File: src/rx_seq_pkg.sv
// Shared constants, types and register map of the receiver state sequencer
package rx_seq_pkg;
	localparam int CLK_HZ = 20_000_000;
	localparam int CYC_PER_US = CLK_HZ / 1_000_000;
	localparam int PUP_OFF_US = 4000;
	localparam int PUP_ON_US = 9500;
	localparam int ALWAYS_SLEEP_US = 3000;
	localparam int TUNE_US = 300;
	localparam int RX_UNIT_US = 40;
	localparam int LP_HZ = 1000;
	localparam int RST_DELAY_US = 500;
	localparam int RX_TICK_CYCLES = RX_UNIT_US * CYC_PER_US;
	localparam int RECAL_PERIOD_MS = 1000;
	localparam logic [27:0] MIN_SLEEP_MS = 28'h3;
	localparam logic [26:0] MIN_RX_UNITS = 27'h1;

	localparam logic [7:0] OFS_CTRL = 8'h00;
	localparam logic [7:0] OFS_CLKSEL = 8'h04;
	localparam logic [7:0] OFS_SETTLE = 8'h08;
	localparam logic [7:0] OFS_SLEEP = 8'h0c;
	localparam logic [7:0] OFS_RXTIME = 8'h10;
	localparam logic [7:0] OFS_STATUS = 8'h14;

	localparam int CTRL_DUTY = 0;
	localparam int CTRL_CLK_EN = 1;
	localparam int CTRL_RST_EN = 2;
	localparam int CTRL_RESTART = 3;
	localparam int STAT_MODE = 3;
	localparam int STAT_LPCAL = 4;
	localparam int STAT_RSTO = 5;
	localparam int STAT_RECAL_LSB = 8;

	localparam logic DEF_DUTY = 1'b1;
	localparam logic DEF_CLK_EN = 1'b0;
	localparam logic DEF_RST_EN = 1'b1;
	localparam logic [4:0] DEF_DIV_SEL = 5'h01;
	localparam logic [2:0] DEF_SETTLE_SEL = 3'h2;
	localparam logic [27:0] DEF_SLEEP_MS = 28'h3;
	localparam logic [26:0] DEF_RX_UNITS = 27'hc350;

	typedef enum {ST_PUP, ST_SLEEP, ST_SETTLE, ST_TUNE, ST_RX} seq_state_t;

	typedef struct packed {
		logic duty;
		logic clk_en;
		logic rst_en;
		logic [4:0] div_sel;
		logic [2:0] settle_sel;
		logic [27:0] sleep_ms;
		logic [26:0] rx_units;
	} seq_cfg_t;

	function automatic int settle_us(input logic [2:0] sel);
		case (sel)
			3'h0: settle_us = 78;
			3'h1: settle_us = 155;
			3'h2: settle_us = 310;
			3'h3: settle_us = 620;
			3'h4: settle_us = 1240;
			default: settle_us = 2480;
		endcase
	endfunction
endpackage

File: src/pulse_divider.sv
// One-cycle enable pulse every PERIOD clocks while enabled
`timescale 1ns/1ps
`default_nettype none
module pulse_divider #(
	parameter int PERIOD = 800
) (
	input wire logic clk,
	input wire logic rst_n,
	input wire logic en,
	output logic tick
);
	localparam int W = $clog2(PERIOD);
	localparam logic [W-1:0] LAST = W'(PERIOD - 1);
	logic [W-1:0] cnt;

	initial begin
		if (PERIOD < 2) $error("PERIOD must be at least 2");
	end

	always_ff @(posedge clk) begin
		if (!rst_n || !en) begin
			cnt <= '0;
			tick <= 1'b0;
		end else begin
			tick <= (cnt == LAST);
			cnt <= (cnt == LAST) ? '0 : cnt + 1'b1;
		end
	end
endmodule
`default_nettype wire

File: src/rx_duty_cycle_sequencer.sv
// Operating-state sequencer of a stand-alone receiver with AHB-Lite registers
// Summary of operation
// - Power-up state first: reset, crystal, calibration
// - Power-up 4 ms normal, 9.5 ms duty
// - Slow oscillator and sleep timer only in duty
// - Sleep powers all but timer; fixed 3 ms in normal mode
// - Duty sleep counted in 1 kHz ticks, configurable
// - Slow oscillator calibrated, then recalibrated periodically
// - Crystal settle only in duty, after sleep
// - Settle wait one of six values, default 310 us
// - Tune takes about 300 us, then receive
// - Receive drives data; duty ends after receive time
// - Receive time 0.04 ms steps, default 2000 ms
// - Normal mode: sleep once, tune, receive forever
// - Duty mode: sleep, settle, tune, receive, repeat
// - Data output low outside receive state
// - Clock output only in settle, tune, receive
// - Thirty-two clock frequencies, default second, off
// - Reset output copies internal power-on clear
// - Reset output rises after release delay
// - Mode option read at power-up picks sequence
`timescale 1ns/1ps
`default_nettype none
module rx_duty_cycle_sequencer
	import rx_seq_pkg::*;
#(
	parameter int PUP_OFF_CYCLES = PUP_OFF_US * CYC_PER_US,
	parameter int PUP_ON_CYCLES = PUP_ON_US * CYC_PER_US,
	parameter int ALWAYS_SLEEP_CYCLES = ALWAYS_SLEEP_US * CYC_PER_US,
	parameter int TUNE_CYCLES = TUNE_US * CYC_PER_US,
	parameter int LP_TICK_CYCLES = CLK_HZ / LP_HZ,
	parameter int RST_DELAY_CYCLES = RST_DELAY_US * CYC_PER_US
) (
	input wire logic clk,
	input wire logic rst_n,
	input wire logic hsel,
	input wire logic [31:0] haddr,
	input wire logic [1:0] htrans,
	input wire logic hwrite,
	input wire logic [2:0] hsize,
	input wire logic [31:0] hwdata,
	input wire logic hready,
	output logic hreadyout,
	output logic hresp,
	output logic [31:0] hrdata,
	input wire logic demod_raw,
	output logic demod_data_out,
	output logic sys_clock_out,
	output logic reset_out_n
);
	seq_cfg_t cfg;
	seq_state_t state;
	seq_state_t next_state;
	logic mode_duty;
	logic restart_req;
	logic [31:0] dwell;
	logic [31:0] dur_target;
	logic unit_en;
	logic dwell_done;
	logic lp_tick;
	logic rx_tick;
	logic lp_cal_ok;
	logic [7:0] recal_count;
	logic [9:0] recal_timer;
	logic [31:0] rst_cnt;
	logic por_done;
	logic demod_s1;
	logic demod_s2;
	logic wr_pend;
	logic [7:0] wr_addr;
	logic clk_out_en;

	initial begin
		if (PUP_OFF_CYCLES < 1 || PUP_ON_CYCLES < 1 || TUNE_CYCLES < 1) $error("bad durations");
		if (ALWAYS_SLEEP_CYCLES < 1 || RST_DELAY_CYCLES < 1) $error("bad durations");
		if (LP_TICK_CYCLES < 2) $error("LP_TICK_CYCLES must be at least 2");
	end

	function automatic logic [2:0] state_code(input seq_state_t s);
		case (s)
			ST_PUP: state_code = 3'h0;
			ST_SLEEP: state_code = 3'h1;
			ST_SETTLE: state_code = 3'h2;
			ST_TUNE: state_code = 3'h3;
			ST_RX: state_code = 3'h4;
			default: state_code = 3'h7;
		endcase
	endfunction

	function automatic logic [31:0] read_word(input logic [7:0] a);
		case (a)
			OFS_CTRL: read_word = {29'h0, cfg.rst_en, cfg.clk_en, cfg.duty};
			OFS_CLKSEL: read_word = {27'h0, cfg.div_sel};
			OFS_SETTLE: read_word = {29'h0, cfg.settle_sel};
			OFS_SLEEP: read_word = {4'h0, cfg.sleep_ms};
			OFS_RXTIME: read_word = {5'h0, cfg.rx_units};
			OFS_STATUS: read_word = {16'h0, recal_count, 2'h0, reset_out_n, lp_cal_ok,
				mode_duty, state_code(state)};
			default: read_word = 32'h0;
		endcase
	endfunction

	// Bus slave: zero wait states, always OKAY
	assign hreadyout = 1'b1;
	assign hresp = 1'b0;
	always_ff @(posedge clk) begin
		if (!rst_n) begin
			wr_pend <= 1'b0;
			wr_addr <= 8'h00;
			hrdata <= 32'h0;
		end else if (hready) begin
			wr_pend <= hsel && htrans[1] && hwrite && hsize == 3'h2;
			wr_addr <= haddr[7:0];
			if (hsel && htrans[1] && !hwrite) begin
				hrdata <= read_word(haddr[7:0]);
			end
		end
	end

	// Configuration registers
	always_ff @(posedge clk) begin
		if (!rst_n) begin
			cfg.duty <= DEF_DUTY;
			cfg.clk_en <= DEF_CLK_EN;
			cfg.rst_en <= DEF_RST_EN;
			cfg.div_sel <= DEF_DIV_SEL;
			cfg.settle_sel <= DEF_SETTLE_SEL;
			cfg.sleep_ms <= DEF_SLEEP_MS;
			cfg.rx_units <= DEF_RX_UNITS;
			restart_req <= 1'b0;
		end else begin
			restart_req <= wr_pend && wr_addr == OFS_CTRL && hwdata[CTRL_RESTART];
			if (wr_pend) begin
				case (wr_addr)
					OFS_CTRL: begin
						cfg.duty <= hwdata[CTRL_DUTY];
						cfg.clk_en <= hwdata[CTRL_CLK_EN];
						cfg.rst_en <= hwdata[CTRL_RST_EN];
					end
					OFS_CLKSEL: cfg.div_sel <= hwdata[4:0];
					OFS_SETTLE: cfg.settle_sel <= (hwdata[2:0] > 3'h5) ? 3'h5 : hwdata[2:0];
					OFS_SLEEP: begin
						cfg.sleep_ms <= (hwdata[27:0] < MIN_SLEEP_MS) ? MIN_SLEEP_MS : hwdata[27:0];
					end
					OFS_RXTIME: begin
						cfg.rx_units <= (hwdata[26:0] < MIN_RX_UNITS) ? MIN_RX_UNITS : hwdata[26:0];
					end
					default: begin
					end
				endcase
			end
		end
	end

	// Slow oscillator tick runs only in duty mode
	pulse_divider #(.PERIOD(LP_TICK_CYCLES)) u_lp_div (
		.clk(clk),
		.rst_n(rst_n),
		.en(mode_duty),
		.tick(lp_tick)
	);

	pulse_divider #(.PERIOD(RX_TICK_CYCLES)) u_rx_div (
		.clk(clk),
		.rst_n(rst_n),
		.en(state == ST_RX && mode_duty),
		.tick(rx_tick)
	);

	// Durations and sequencing
	always_comb begin
		unit_en = 1'b1;
		dur_target = 32'(TUNE_CYCLES);
		next_state = state;
		case (state)
			ST_PUP: begin
				dur_target = mode_duty ? 32'(PUP_ON_CYCLES) : 32'(PUP_OFF_CYCLES);
				next_state = ST_SLEEP;
			end
			ST_SLEEP: begin
				if (mode_duty) begin
					unit_en = lp_tick;
					dur_target = {4'h0, cfg.sleep_ms};
					next_state = ST_SETTLE;
				end else begin
					dur_target = 32'(ALWAYS_SLEEP_CYCLES);
					next_state = ST_TUNE;
				end
			end
			ST_SETTLE: begin
				dur_target = 32'(settle_us(cfg.settle_sel) * CYC_PER_US);
				next_state = ST_TUNE;
			end
			ST_TUNE: begin
				dur_target = 32'(TUNE_CYCLES);
				next_state = ST_RX;
			end
			ST_RX: begin
				unit_en = mode_duty && rx_tick;
				dur_target = {5'h0, cfg.rx_units};
				next_state = ST_SLEEP;
			end
			default: next_state = ST_PUP;
		endcase
		dwell_done = unit_en && (dwell >= dur_target - 32'h1);
	end

	always_ff @(posedge clk) begin
		if (!rst_n || restart_req) begin
			state <= ST_PUP;
			dwell <= 32'h0;
		end else if (dwell_done) begin
			state <= next_state;
			dwell <= 32'h0;
		end else if (unit_en) begin
			dwell <= dwell + 32'h1;
		end
	end

	// Mode option is sampled only when power-up starts
	always_ff @(posedge clk) begin
		if (!rst_n) begin
			mode_duty <= DEF_DUTY;
		end else if (restart_req) begin
			mode_duty <= cfg.duty;
		end
	end

	// Slow oscillator calibration and periodic recalibration
	always_ff @(posedge clk) begin
		if (!rst_n || restart_req) begin
			lp_cal_ok <= 1'b0;
			recal_count <= 8'h00;
			recal_timer <= 10'h000;
		end else if (mode_duty) begin
			if (state == ST_PUP && dwell_done) begin
				lp_cal_ok <= 1'b1;
			end
			if (lp_cal_ok && lp_tick) begin
				if (recal_timer == 10'(RECAL_PERIOD_MS - 1)) begin
					recal_timer <= 10'h000;
					recal_count <= recal_count + 8'h01;
				end else begin
					recal_timer <= recal_timer + 10'h001;
				end
			end
		end
	end

	// Reset output after the release delay
	always_ff @(posedge clk) begin
		if (!rst_n) begin
			rst_cnt <= 32'h0;
			por_done <= 1'b0;
			reset_out_n <= 1'b0;
		end else begin
			if (!por_done) begin
				rst_cnt <= rst_cnt + 32'h1;
				por_done <= (rst_cnt == 32'(RST_DELAY_CYCLES - 1));
			end
			reset_out_n <= por_done || !cfg.rst_en;
		end
	end

	// Demodulated data path
	always_ff @(posedge clk) begin
		if (!rst_n) begin
			demod_s1 <= 1'b0;
			demod_s2 <= 1'b0;
			demod_data_out <= 1'b0;
		end else begin
			demod_s1 <= demod_raw;
			demod_s2 <= demod_s1;
			demod_data_out <= (state == ST_RX) && demod_s2;
		end
	end

	assign clk_out_en = cfg.clk_en
		&& (state == ST_SETTLE || state == ST_TUNE || state == ST_RX);
	sys_clock_gen u_clk_gen (
		.clk(clk),
		.rst_n(rst_n),
		.en(clk_out_en),
		.div_sel(cfg.div_sel),
		.clk_out(sys_clock_out)
	);
endmodule
`default_nettype wire

File: src/sys_clock_gen.sv
// Divided system clock output, clk / (2 * (div_sel + 1)), 50 percent duty
`timescale 1ns/1ps
`default_nettype none
module sys_clock_gen (
	input wire logic clk,
	input wire logic rst_n,
	input wire logic en,
	input wire logic [4:0] div_sel,
	output logic clk_out
);
	logic [4:0] cnt;

	always_ff @(posedge clk) begin
		if (!rst_n || !en) begin
			cnt <= 5'h00;
			clk_out <= 1'b0;
		end else if (cnt == div_sel) begin
			cnt <= 5'h00;
			clk_out <= ~clk_out;
		end else begin
			cnt <= cnt + 5'h01;
		end
	end
endmodule
`default_nettype wire

File: config.mk
export PLATFORM = sky130hd
export DESIGN_NAME = rx_duty_cycle_sequencer
export DESIGN_NICKNAME = d
export VERILOG_FILES = /design/src/rx_seq_pkg.sv /design/src/pulse_divider.sv /design/src/rx_duty_cycle_sequencer.sv /design/src/sys_clock_gen.sv
export SDC_FILE = /design/constraint.sdc
export NUM_CORES = 1
export LEC_CHECK = 0
export BUFFER_PORTS_ARGS = -buffer_cell sky130_fd_sc_hd__clkbuf_2
export CAP_MARGIN = 0
export CORE_MARGIN = 8
export CORE_UTILIZATION = 60
export DETAILED_ROUTE_END_ITERATION = 8
export PLACE_DENSITY = 0.8
export SETUP_SLACK_MARGIN = 0.05
export SLEW_MARGIN = 20
export SYNTH_ARGS = -nofsm -noshare
export SYNTH_HDL_FRONTEND = slang
export SYNTH_SLANG_ARGS = --single-unit
File: constraint.sdc
create_clock -name clk -period 7.4 [get_ports clk]
set_input_delay 0 -clock clk [delete_from_list [all_inputs] [get_ports clk]]
set_output_delay 0 -clock clk [all_outputs]
set_load 0.01 [all_outputs]
## Word level (Yosys, flattened, before mapping)

Index checks and enable logic that the tools add are counted.

| storage, ports and cells | value |
|---|---|
| register bits after elaboration | 262 |
| output and inout port bits | 37 |
| logic and storage cells | 130 |

| operators by class | value |
|---|---|
| $add $sub $neg | 8 |
| multiply operators | 1 |
| magnitude comparators | 4 |
| equality and inequality tests | 26 |
| mux-type cells | 16 |
| bitwise logic cells | 1 |
| reduce and logical (&&, ||, !) cells | 45 |

Operators with widths:

| cell | number |
|---|---|
| $pmux 28 s6 | 1 |
| $pmux 32 s4 | 1 |
| $eq 32x3->1 const B | 3 |
| $add 32x1->32 const B | 2 |
| $eq 32x2->1 const B | 2 |
| $logic_not 32->1 | 2 |
| $pmux 12 s5 | 1 |
| $mux 28 | 2 |
| $eq 32x1->1 const B | 1 |
| $eq 32x14->1 const B | 1 |
| $eq 32x4->1 const B | 1 |
| $eq 8x4->1 const B | 4 |
| $ge 32x32->1 | 1 |
| $mul 32x4->30 const B | 1 |
| $mux 32 | 1 |
| $sub 32x1->32 const B | 1 |
| $lt 28x2->1 const B | 1 |
| $lt 27x1->1 const B | 1 |
| $mux 27 | 1 |
| $eq 8x5->1 const B | 3 |
| $add 10x1->10 const B | 2 |
| $eq 10x10->1 const B | 2 |
| $mux 18 | 1 |
| $eq 8x3->1 const B | 2 |
| 24 further kinds | 63 |

## Depth between registers and ports, before layout

Gate-level depths: netlist (run 1).

| logic depth | value |
|---|---|
| depth after elaboration | 10 |
| mapped depth | 22 |
| depth with buffers taken out | 21 |

## Modules after synthesis

From an unflattened synthesis (run 1), not the netlist that was laid out.

| second synthesis, totals | value |
|---|---|
| cell total of the unflattened synthesis | 1,495 |
| area, all modules | 12,301.8 µm² |

Modules (own cells, without submodules):

| module | times used | cells each | area an instance (µm²) | sequential area each (µm²) |
|---|---|---|---|---|
| rx_duty_cycle_sequencer | 1 | 1,335 | 10,846.7 | 3,923.8 |
| pulse_divider at u_lp_div | 1 | 77 | 705.7 | 320.3 |
| pulse_divider at u_rx_div | 1 | 53 | 475.5 | 220.2 |
| sys_clock_gen | 1 | 30 | 274.0 | 120.1 |

## Worst setup path after synthesis (run 1)

Ideal clock, no wire load.

| timing path | value |
|---|---|
| path kind | register -> register |
| start point | reg cfg[56] in the netlist's numbering |
| end point | reg dwell[0] |
| library setup time | 65 ps |
| data arrival time | 5,358 ps |
| slack | 1,977 ps |
| stages on the path, launching flop included | 22 |
| buffers on the path | 2 |
| period minus slack after synthesis | 5,423 ps |
| cells stage by stage | dfxtp_1 -> clkbuf_1 -> or2_2 -> a21o_1 -> ha_1 -> fa_1 -> a211oi_1 -> o21ai_0 -> and2_1 -> a211oi_2 -> nand3_1 -> nor3_1 -> nand2_1 -> ha_1 -> nand4_1 -> nor3_1 -> a221o_1 -> or3_1 -> nor2_1 -> o21ai_1 -> clkbuf_1 -> nor2_1 |

| between the ends | value |
|---|---|
| word-level cells in the longest chain between the ends | 9 |
| elaborated cells between the ends (all ways) | 13 |

RTL lines:

| item | line | source |
|---|---|---|
| start: declaration | rx_duty_cycle_sequencer.sv:51 | `seq_cfg_t cfg;` |
| $eq 3x3->1, or another cell as far along | rx_seq_pkg.sv:54 | `case (sel)` |
| $pmux 12 s5 (*) | rx_seq_pkg.sv:54 |  |
| $mux 32 (*) | rx_duty_cycle_sequencer.sv:175 | `case (state)` |
| $mul 32x4->30 (*) | rx_duty_cycle_sequencer.sv:191 | `dur_target = 32'(settle_us(cfg.settle_sel) * CYC_PER_US);` |
| $pmux 32 s4 (*) | rx_duty_cycle_sequencer.sv:175 |  |
| $sub 32x1->32 (*) | rx_duty_cycle_sequencer.sv:205 | `dwell_done = unit_en && (dwell >= dur_target - 32'h1);` |
| $ge 32x32->1 (*) | rx_duty_cycle_sequencer.sv:205 |  |
| $logic_and 1x1->1 (*) | rx_duty_cycle_sequencer.sv:205 |  |
| $reduce_or 2->1 (no source line) (*) | - |  |
| end signal: assignment | rx_duty_cycle_sequencer.sv:216 | `dwell <= dwell + 32'h1;` |
| end: declaration | rx_duty_cycle_sequencer.sv:56 | `logic [31:0] dwell;` |

Mark *: on every way between the ends. The rest lies on a longest branch, timed or not. The select of a mux whose other input is x is not followed.
A chain may end at the register's enable or synchronous reset.

## Worst setup path after layout (run 1)

| timing path | value |
|---|---|
| start point | reg cfg[55] in the netlist's numbering |
| end point | reg dwell[19] |

The elaborated chain is that of the path after synthesis.

==> results of run 1 <==
[synth_stat cells (25+ instances only)]
| master | n |
|---|---|
| nand4_1 | 36 |
| inv_1 | 25 |
| a21oi_1 | 33 |
| nor4_1 | 28 |
| xor2_1 | 75 |
| nor2_1 | 132 |
| o21ai_0 | 62 |
| a21boi_0 | 53 |
| nand3_1 | 70 |
| nor2b_1 | 36 |
| xnor2_1 | 57 |
| dfxtp_1 | 229 |
| ha_1 | 57 |
| nand2_1 | 213 |
| mux2i_1 | 30 |
| clkbuf_1 | 64 |
| a22oi_1 | 35 |
| and2_1 | 59 |
[power groups by stage]
stage / Clock (mW) / Combinational, mW / Sequential [mW]
floorplan: 0 / 0.104 / 1.27
global route: 1.37 / 0.178 / 1.25
global placement: 0 / 0.140 / 1.28
finish: 1.31 / 0.164 / 1.25
CTS: 1.32 / 0.161 / 1.25
detailed placement: 0 / 0.143 / 1.28
[flip-flops by register name, summed over array words and instances, names as in the netlist]
signal / cells
cfg: 66
demod_data_out: 1
demod_s1: 1
demod_s2: 1
dwell: 32
hrdata: 28
lp_cal_ok: 1
mode_duty: 1
por_done: 1
recal_count: 8
recal_timer: 10
reset_out_n: 1
restart_req: 1
rst_cnt: 32
state: 3
u_clk_gen.clk_out: 1
u_clk_gen.cnt: 5
u_lp_div.cnt: 15
u_lp_div.tick: 1
u_rx_div.cnt: 10
u_rx_div.tick: 1
wr_addr: 8
wr_pend: 1
[routing by layer]
metal,vias to the layer above,share of wire (%),GRT usage (%)
li1,5512,-,-
met1,5386,43,30.6
met2,363,47,41.1
met3,82,6.7,4.40
met4,0,3.5,9.76
met5,-,0,0
[how the worst max path moves through the flow]
stage	endpoint	slack, ns	depth (start not counted)
floorplan	dwell[0]	1.98	21
global placement	dwell[19]	1.22	21
detailed placement	dwell[19]	1.06	20
CTS	dwell[19]	1.01	20
global route	dwell[25]	0.43	22
finish	dwell[19]	0.92	20
[per-stage QoR]
| stage | std cells | setup WS, ns |
|---|---|---|
| final | 1895 | 0.921 |
| after global routing | 1895 | 0.428 |
| after CTS | 1894 | 1.01 |
| after detailed placement | 1809 | 1.06 |
| after global placement | 1809 | 1.22 |
| after floorplan | 1529 | 1.98 |
[area by class of cell]
cell class                 count  area, µm²
clock inverter                12        179
timing repair buffer         129        883
clock buffer                  32        681
tap                          275        344
sequential                   229       4580
antenna                        1       2.50
fill                        1636       6480
multi-input combinational   1190       7700
inverter                      27        101
[critical path, cell delays in order (launching register included)]
cell and delay [ns]:
dfxtp_1 0.57, mux2i_1 0.38, ha_1 0.31, ha_1 0.24, fa_1 0.42, a211oi_1 0.32, o21ai_0 0.24, and2_1 0.22
a211oi_2 0.42, nand3_1 0.41, nor3_1 0.52, nand2_1 0.11, ha_1 0.32, nand4_1 0.17, nor3_1 0.08, a221o_1 0.31
or3_1 0.43, nor2_1 0.41, o21ai_2 0.07, buf_4 0.25, nor2_1 0.15
[cells by family after synthesis]
logic type               after synthesis  synth area share (%)
AND/OR/NAND/NOR                      694                  28.0
AO/OA/AOI/OAI                        267                  14.7
flip-flops                           229                  36.0
XOR/XNOR                             132                  9.08
buffers and inverters                110                  3.72
adder cells (fa/ha/maj)               58                  5.76
multiplexers                          33                  2.62
other                                  2                0.0590
==> results by group, run 1 <==
Run status
  – Outcome: finished clean

CTS
  – Total of cells resized after clock tree synthesis: 0
  – CTS H-tree lvls: 1
  – CTS sink count: 229
  – CTS tree: built
  – CTS Buf Count: 24
  – Clk_lat worst skew: 0.54 ns
  – Clock Path Buffers: 3
  – Root buffer cell: clkbuf_16
  – Clock transition at path regs: 0.06 ns
  – Post-CTS Hold Buffers: 41
  – Post-CTS Setup Inserts: 0

STA
  – Max-slew headroom: 29.5%
  – Slew Viols, Final: 0
  – Final setup vio count: 0
  – Fin. Hold Viols: 0
  – Worst Hold Slack: 0.00533 ns
  – Tightest Pin Transition: 1.04 ns
  – Setup TNS: 0 ns
  – Worst Clk Skew: 0.0263 ns
  – Min Tclk post-route: 6.48 ns
  – Fin crit share: 87.6%
  – Fmax: 0.154 GHz
  – RSZ-0062 raised after global routing: false

Final layout
  – NumNets Final: 1734
  – Most frequent cells in the layout: 229 x dfxtp_1, 213 x nand2_1, 132 x nor2_1
  – Post-route cell area: 0.0145 mm²
  – Layout cells sized above 1: 10.2%
  – Core Util, Final: 69.1%
  – Area grow syn2layout: 13.7%
  – Commonest non-fill, non-tap cell in the layout: dfxtp_1

Route
  – DRT iter0 DRCs: 900
  – DR vias: 11.3k
  – DRC violation count after routing: 0
  – Via density: 5.99
  – Routed Wire Length: 32.8 mm
  – DRT Pass-1 Iters: 7
  – Per-cell routed wire length: 17.3 µm
  – Antenna-violating nets left: 0

Setup path
  – Worst reg2reg setup slack: 0.92 ns
  – Reg-to-reg startpoint: cfg[55]
  – CP arrival: 6.93 ns
  – R2R depth: 20
  – Worst Path Max Fanout: 32
  – Crit path kind: flip-flop to flip-flop
  – CP Launch Type: flip-flop
  – Worst setup path startpoint: cfg[55]
  – Crit. End Element: flip-flop
  – Worst EP required: 7.85 ns
  – Worst flop-to-flop path endpoint: dwell[19]

GRT
  – Vias in the first global route: 10.8k
  – First-pass GRT wire length: 53.8 mm
  – Grt total ovfl: 0
  – GRT Util Overall: 24.5%
  – Initial antenna violation count: 1
  – Largest net degree at the start of global routing: 123

Synth
  – Post-synth cell types: 84
  – Biggest area consumer among synthesized cells: dfxtp_1
  – Synth Register Bits: 229
  – Number of enable flip-flop cells after synthesis: 0
  – Post-synthesis sequential area ratio: 36.0%
  – Syn avg cell area: 8.35 µm²
  – FFs w/ async S/R, synth: 0%
  – YS warnings: 0
  – Largest cells by area after synthesis: dfxtp_1 36%, nand2_1 6.3%, ha_1 5.6%, xor2_1 5.2%, xnor2_1 3.9%
  – Mapped cell area: 0.0127 mm²
  – Primary FF master, synth: dfxtp_1
  – Synth top area share: 36.0%
  – Cells after Synth: 1525

Power and ir drop
  – Peak VDD IR: 232 µV
  – Pwr per Cell Area: 188 mW/mm²
  – Gate power share: 6.0%
  – Int Pwr: 2.10 mW
  – Net Switching: 624 µW
  – Total power: 2.72 mW
  – Switching share of power: 23.0%
  – Reg power frac: 46.0%
  – LEAKAGE: 5.40 nW
  – Clock share of power: 48.0%

Floorplan
  – Die Span X: 162 µm
  – Die height: 162 µm
  – I/O pins: 112
  – Die area: 0.0261 mm²
  – Std-Cell Rows: 53
  – Initial core utilization: 60.8%
  – Core ar.: 0.0210 mm²

Placed design
  – Buffers on Ports: 76
  – Dpl cell area: 0.0132 mm²
  – HPWL Detailed: 22.9 mm
  – Gpl congestion: 0.945

Job
  – Max Cap Viol: 0

Min path
  – Worst hold path cell count: 4
  – Hold worst-path end: hrdata[0]
  – Hold Path Class: input pin to flip-flop
  – HP Start: hwrite
Power figures use the tool's default switching activity.
==> run 2: changes to the inputs <==
Settings changed: HOLD_SLACK_MARGIN from default to 0.08.
==> run 2 against run 1 <==
  * Register-to-register slack got worse by 0.06 ns
  * Sequential power is essentially flat
  * Highest routed layer unchanged
  * Largest cell class unchanged
  * Critical endpoint unchanged
  * Count of clock-buffer cells in the layout is the same
==> results by group, run 2 (same netlist as run 1, synthesis figures left out) <==
Power and ir drop
  – Clock share of power: 47.9% (was 48.0%)
  – Net Switching: 626 µW (was 624 µW)
  – Peak VDD IR: 238 µV (was 232 µV)
  – Pwr per Cell Area: 187 mW/mm² (was 188 mW/mm²)
  – Switching share of power: 23.0% (about the same)
  – Gate power share: 6.2% (was 6.0%)
  – Reg power frac: 45.9% (was 46.0%)
  – LEAKAGE: 5.43 nW (was 5.40 nW)
  – Int Pwr: 2.10 mW (about the same)

CTS
  – CTS H-tree lvls: 1 (unchanged)
  – Post-CTS Setup Inserts: 0 (unchanged)
  – Clock Path Buffers: 3 (unchanged)
  – CTS tree: built (unchanged)
  – Total of cells resized after clock tree synthesis: 0 (unchanged)
  – Clk_lat worst skew: 0.54 ns (about the same)
  – CTS sink count: 229 (unchanged)
  – Post-CTS Hold Buffers: 51 (was 41)
  – Root buffer cell: clkbuf_16 (unchanged)
  – CTS Buf Count: 24 (unchanged)
  – Clock transition at path regs: 0.06 ns (about the same)

STA
  – Min Tclk post-route: 6.54 ns (was 6.48 ns)
  – Max-slew headroom: 29.8% (was 29.5%)
  – Slew Viols, Final: 0 (unchanged)
  – Setup TNS: 0 ns (unchanged)
  – Tightest Pin Transition: 1.04 ns (about the same)
  – Final setup vio count: 0 (unchanged)
  – RSZ-0062 raised after global routing: false (unchanged)
  – Post-route setup slack: 0.861 ns (was 0.921 ns)
  – Fin. Hold Viols: 0 (unchanged)
  – Worst Clk Skew: 0.0260 ns (was 0.0263 ns)
  – Fmax: 0.153 GHz (was 0.154 GHz)
  – Fin crit share: 88.4% (was 87.6%)
  – Worst Hold Slack: 0.190 ns (was 0.00533 ns)

Route
  – Antenna-violating nets left: 0 (unchanged)
  – M1 WL: 14.2 mm (was 14.1 mm)
  – Met2 wire len: 15.6 mm (was 15.4 mm)
  – DR vias: 11.4k (was 11.3k)
  – WL met3: 2.25 mm (was 2.19 mm)
  – DRT iter0 DRCs: 888 (was 900)
  – Via density: 5.97 (was 5.99)
  – DRC violation count after routing: 0 (unchanged)
  – Routed Wire Length: 33.2 mm (was 32.8 mm)
  – DRT Pass-1 Iters: 5 (was 7)
  – Per-cell routed wire length: 17.4 µm (was 17.3 µm)
  – Uppermost layer routed: met4 (unchanged)

Setup path
  – Reg-to-reg startpoint: cfg[55] (unchanged)
  – Worst Path Max Fanout: 32 (unchanged)
  – Worst EP required: 7.85 ns (about the same)
  – CP Cell Sequence: mux2i_1, ha_1, ha_1, fa_1, a211oi_1, o21ai_0, and2_1, a211oi_2, nand3_1, nor3_1, nand2_1, ha_1, nand4_1, nor3_1, a221o_1, or3_1, nor2_1, o21ai_2, buf_4, nor2_1 (unchanged)
  – R2R depth: 20 (unchanged)
  – Worst flop-to-flop path endpoint: dwell[19] (unchanged)
  – Most used cell, CP: ha_1 (unchanged)
  – Crit. End Element: flip-flop (unchanged)
  – Slowest library cell on the worst path: dfxtp_1 (unchanged)
  – Top delay family on crit path: simple AND/OR/NAND/NOR gates (unchanged)
  – Crit path buffers/inverters: 1 (unchanged)
  – CP arrival: 6.99 ns (was 6.93 ns)
  – CP Launch Type: flip-flop (unchanged)
  – Worst reg2reg setup slack: 0.86 ns (was 0.92 ns)
  – Biggest cell delay along the critical path: 0.57 ns (about the same)
  – Crit path kind: flip-flop to flip-flop (unchanged)

Final layout
  – Layout cells sized above 1: 10.1% (was 10.2%)
  – Biggest regs: cfg (66), dwell (32), rst_cnt (32) (unchanged)
  – Top reg by flops: cfg (unchanged)
  – Commonest non-fill, non-tap cell in the layout: dfxtp_1 (unchanged)
  – Area grow syn2layout: 14.5% (was 13.7%)
  – NumNets Final: 1744 (was 1734)
  – Post-route cell area: 0.0146 mm² (was 0.0145 mm²)
  – Most frequent cells in the layout: 229 x dfxtp_1, 213 x nand2_1, 132 x nor2_1 (unchanged)
  – FILL cells: 1621 (was 1636)
  – Largest register FFs: 66 (unchanged)

Job
  – Max Cap Viol: 0 (unchanged)

Placed design
  – Dpl cell area: 0.0132 mm² (unchanged)
  – HPWL Detailed: 22.9 mm (unchanged)
  – Buffers on Ports: 76 (unchanged)
  – Pre-CTS WS: 1.06 ns (unchanged)
  – Gpl congestion: 0.945 (unchanged)

GRT
  – Vias in the first global route: 11.0k (was 10.8k)
  – Largest net degree at the start of global routing: 123 (unchanged)
  – GRT Util Overall: 24.7% (was 24.5%)
  – Initial antenna violation count: 1 (unchanged)
  – Grt total ovfl: 0 (unchanged)
  – First-pass GRT wire length: 54.3 mm (was 53.8 mm)

Floorplan
  – I/O pins: 112 (unchanged)
  – Die area: 0.0261 mm² (unchanged)
  – Die Span X: 162 µm (unchanged)
  – Std-Cell Rows: 53 (unchanged)
  – Initial core utilization: 60.8% (unchanged)
  – Core ar.: 0.0210 mm² (unchanged)
  – Die height: 162 µm (unchanged)

Min path
  – Hold worst-path end: hrdata[2] (was hrdata[0])
  – Hold Path Class: input pin to flip-flop (unchanged)
  – Worst hold path cell count: 5 (was 4)
  – HP Start: hwrite (unchanged)

Run status
  – Outcome: finished clean (unchanged)
==> run 2: power groups by stage <==
| stage | Sequential [mW] | Clock (mW) | Combinational (mW) |
|---|---|---|---|
| after floorplan | 1.27 | 0 | 0.104 |
| after global placement | 1.28 | 0 | 0.140 |
| after detailed placement | 1.28 | 0 | 0.143 |
| after CTS | 1.25 | 1.32 | 0.166 |
| final | 1.25 | 1.31 | 0.169 |
| after global routing | 1.25 | 1.37 | 0.185 |
==> run 2: layer usage <==
layer / global-route usage [%] / up-vias
met5: 0 / -
met4: 9.72 / 0
met3: 4.43 / 85
met2: 41.9 / 366
met1: 30.8 / 5377
li1: - / 5537
==> run 2: worst min-delay path: cells and delay by family <==
family                 cells  cell delay (ns)
AO/OA/AOI/OAI              1             0.08
buffers and inverters      2             0.33
AND/OR/NAND/NOR            2             0.26
==> run 2: area by class of cell <==
cell class / count / area [µm²] / share of cell area, %
clock inverter: 12 / 179 / 1.23
multi-input combinational: 1190 / 7700 / 52.8
clock buffer: 32 / 681 / 4.67
sequential: 229 / 4580 / 31.5
antenna: 1 / 2.50 / 0.0172
tap: 275 / 344 / 2.36
inverter: 27 / 101 / 0.695
timing repair buffer: 139 / 983 / 6.75
==> run 2: metrics by stage <==
stage	cells	total power, mW	utilization (%)
2_1_floorplan	1529	1.38	-
3_3_place_gp	1809	1.42	63.0
3_5_place_dp	1809	1.42	63.0
4_1_cts	1904	2.73	69.5
5_1_grt	1905	2.81	69.6
6_report	1905	2.73	69.6
==> run 2: worst max-delay path by stage <==
stage	startpoint	depth (start not counted)	slack, ns	to
detailed placement	cfg[57]	20	1.06	dwell[19]
global route	cfg[55]	22	0.43	dwell[25]
floorplan	cfg[56]	21	1.98	dwell[0]
finish	cfg[55]	20	0.86	dwell[19]
global placement	cfg[56]	21	1.22	dwell[19]
CTS	cfg[55]	20	1.01	dwell[19]
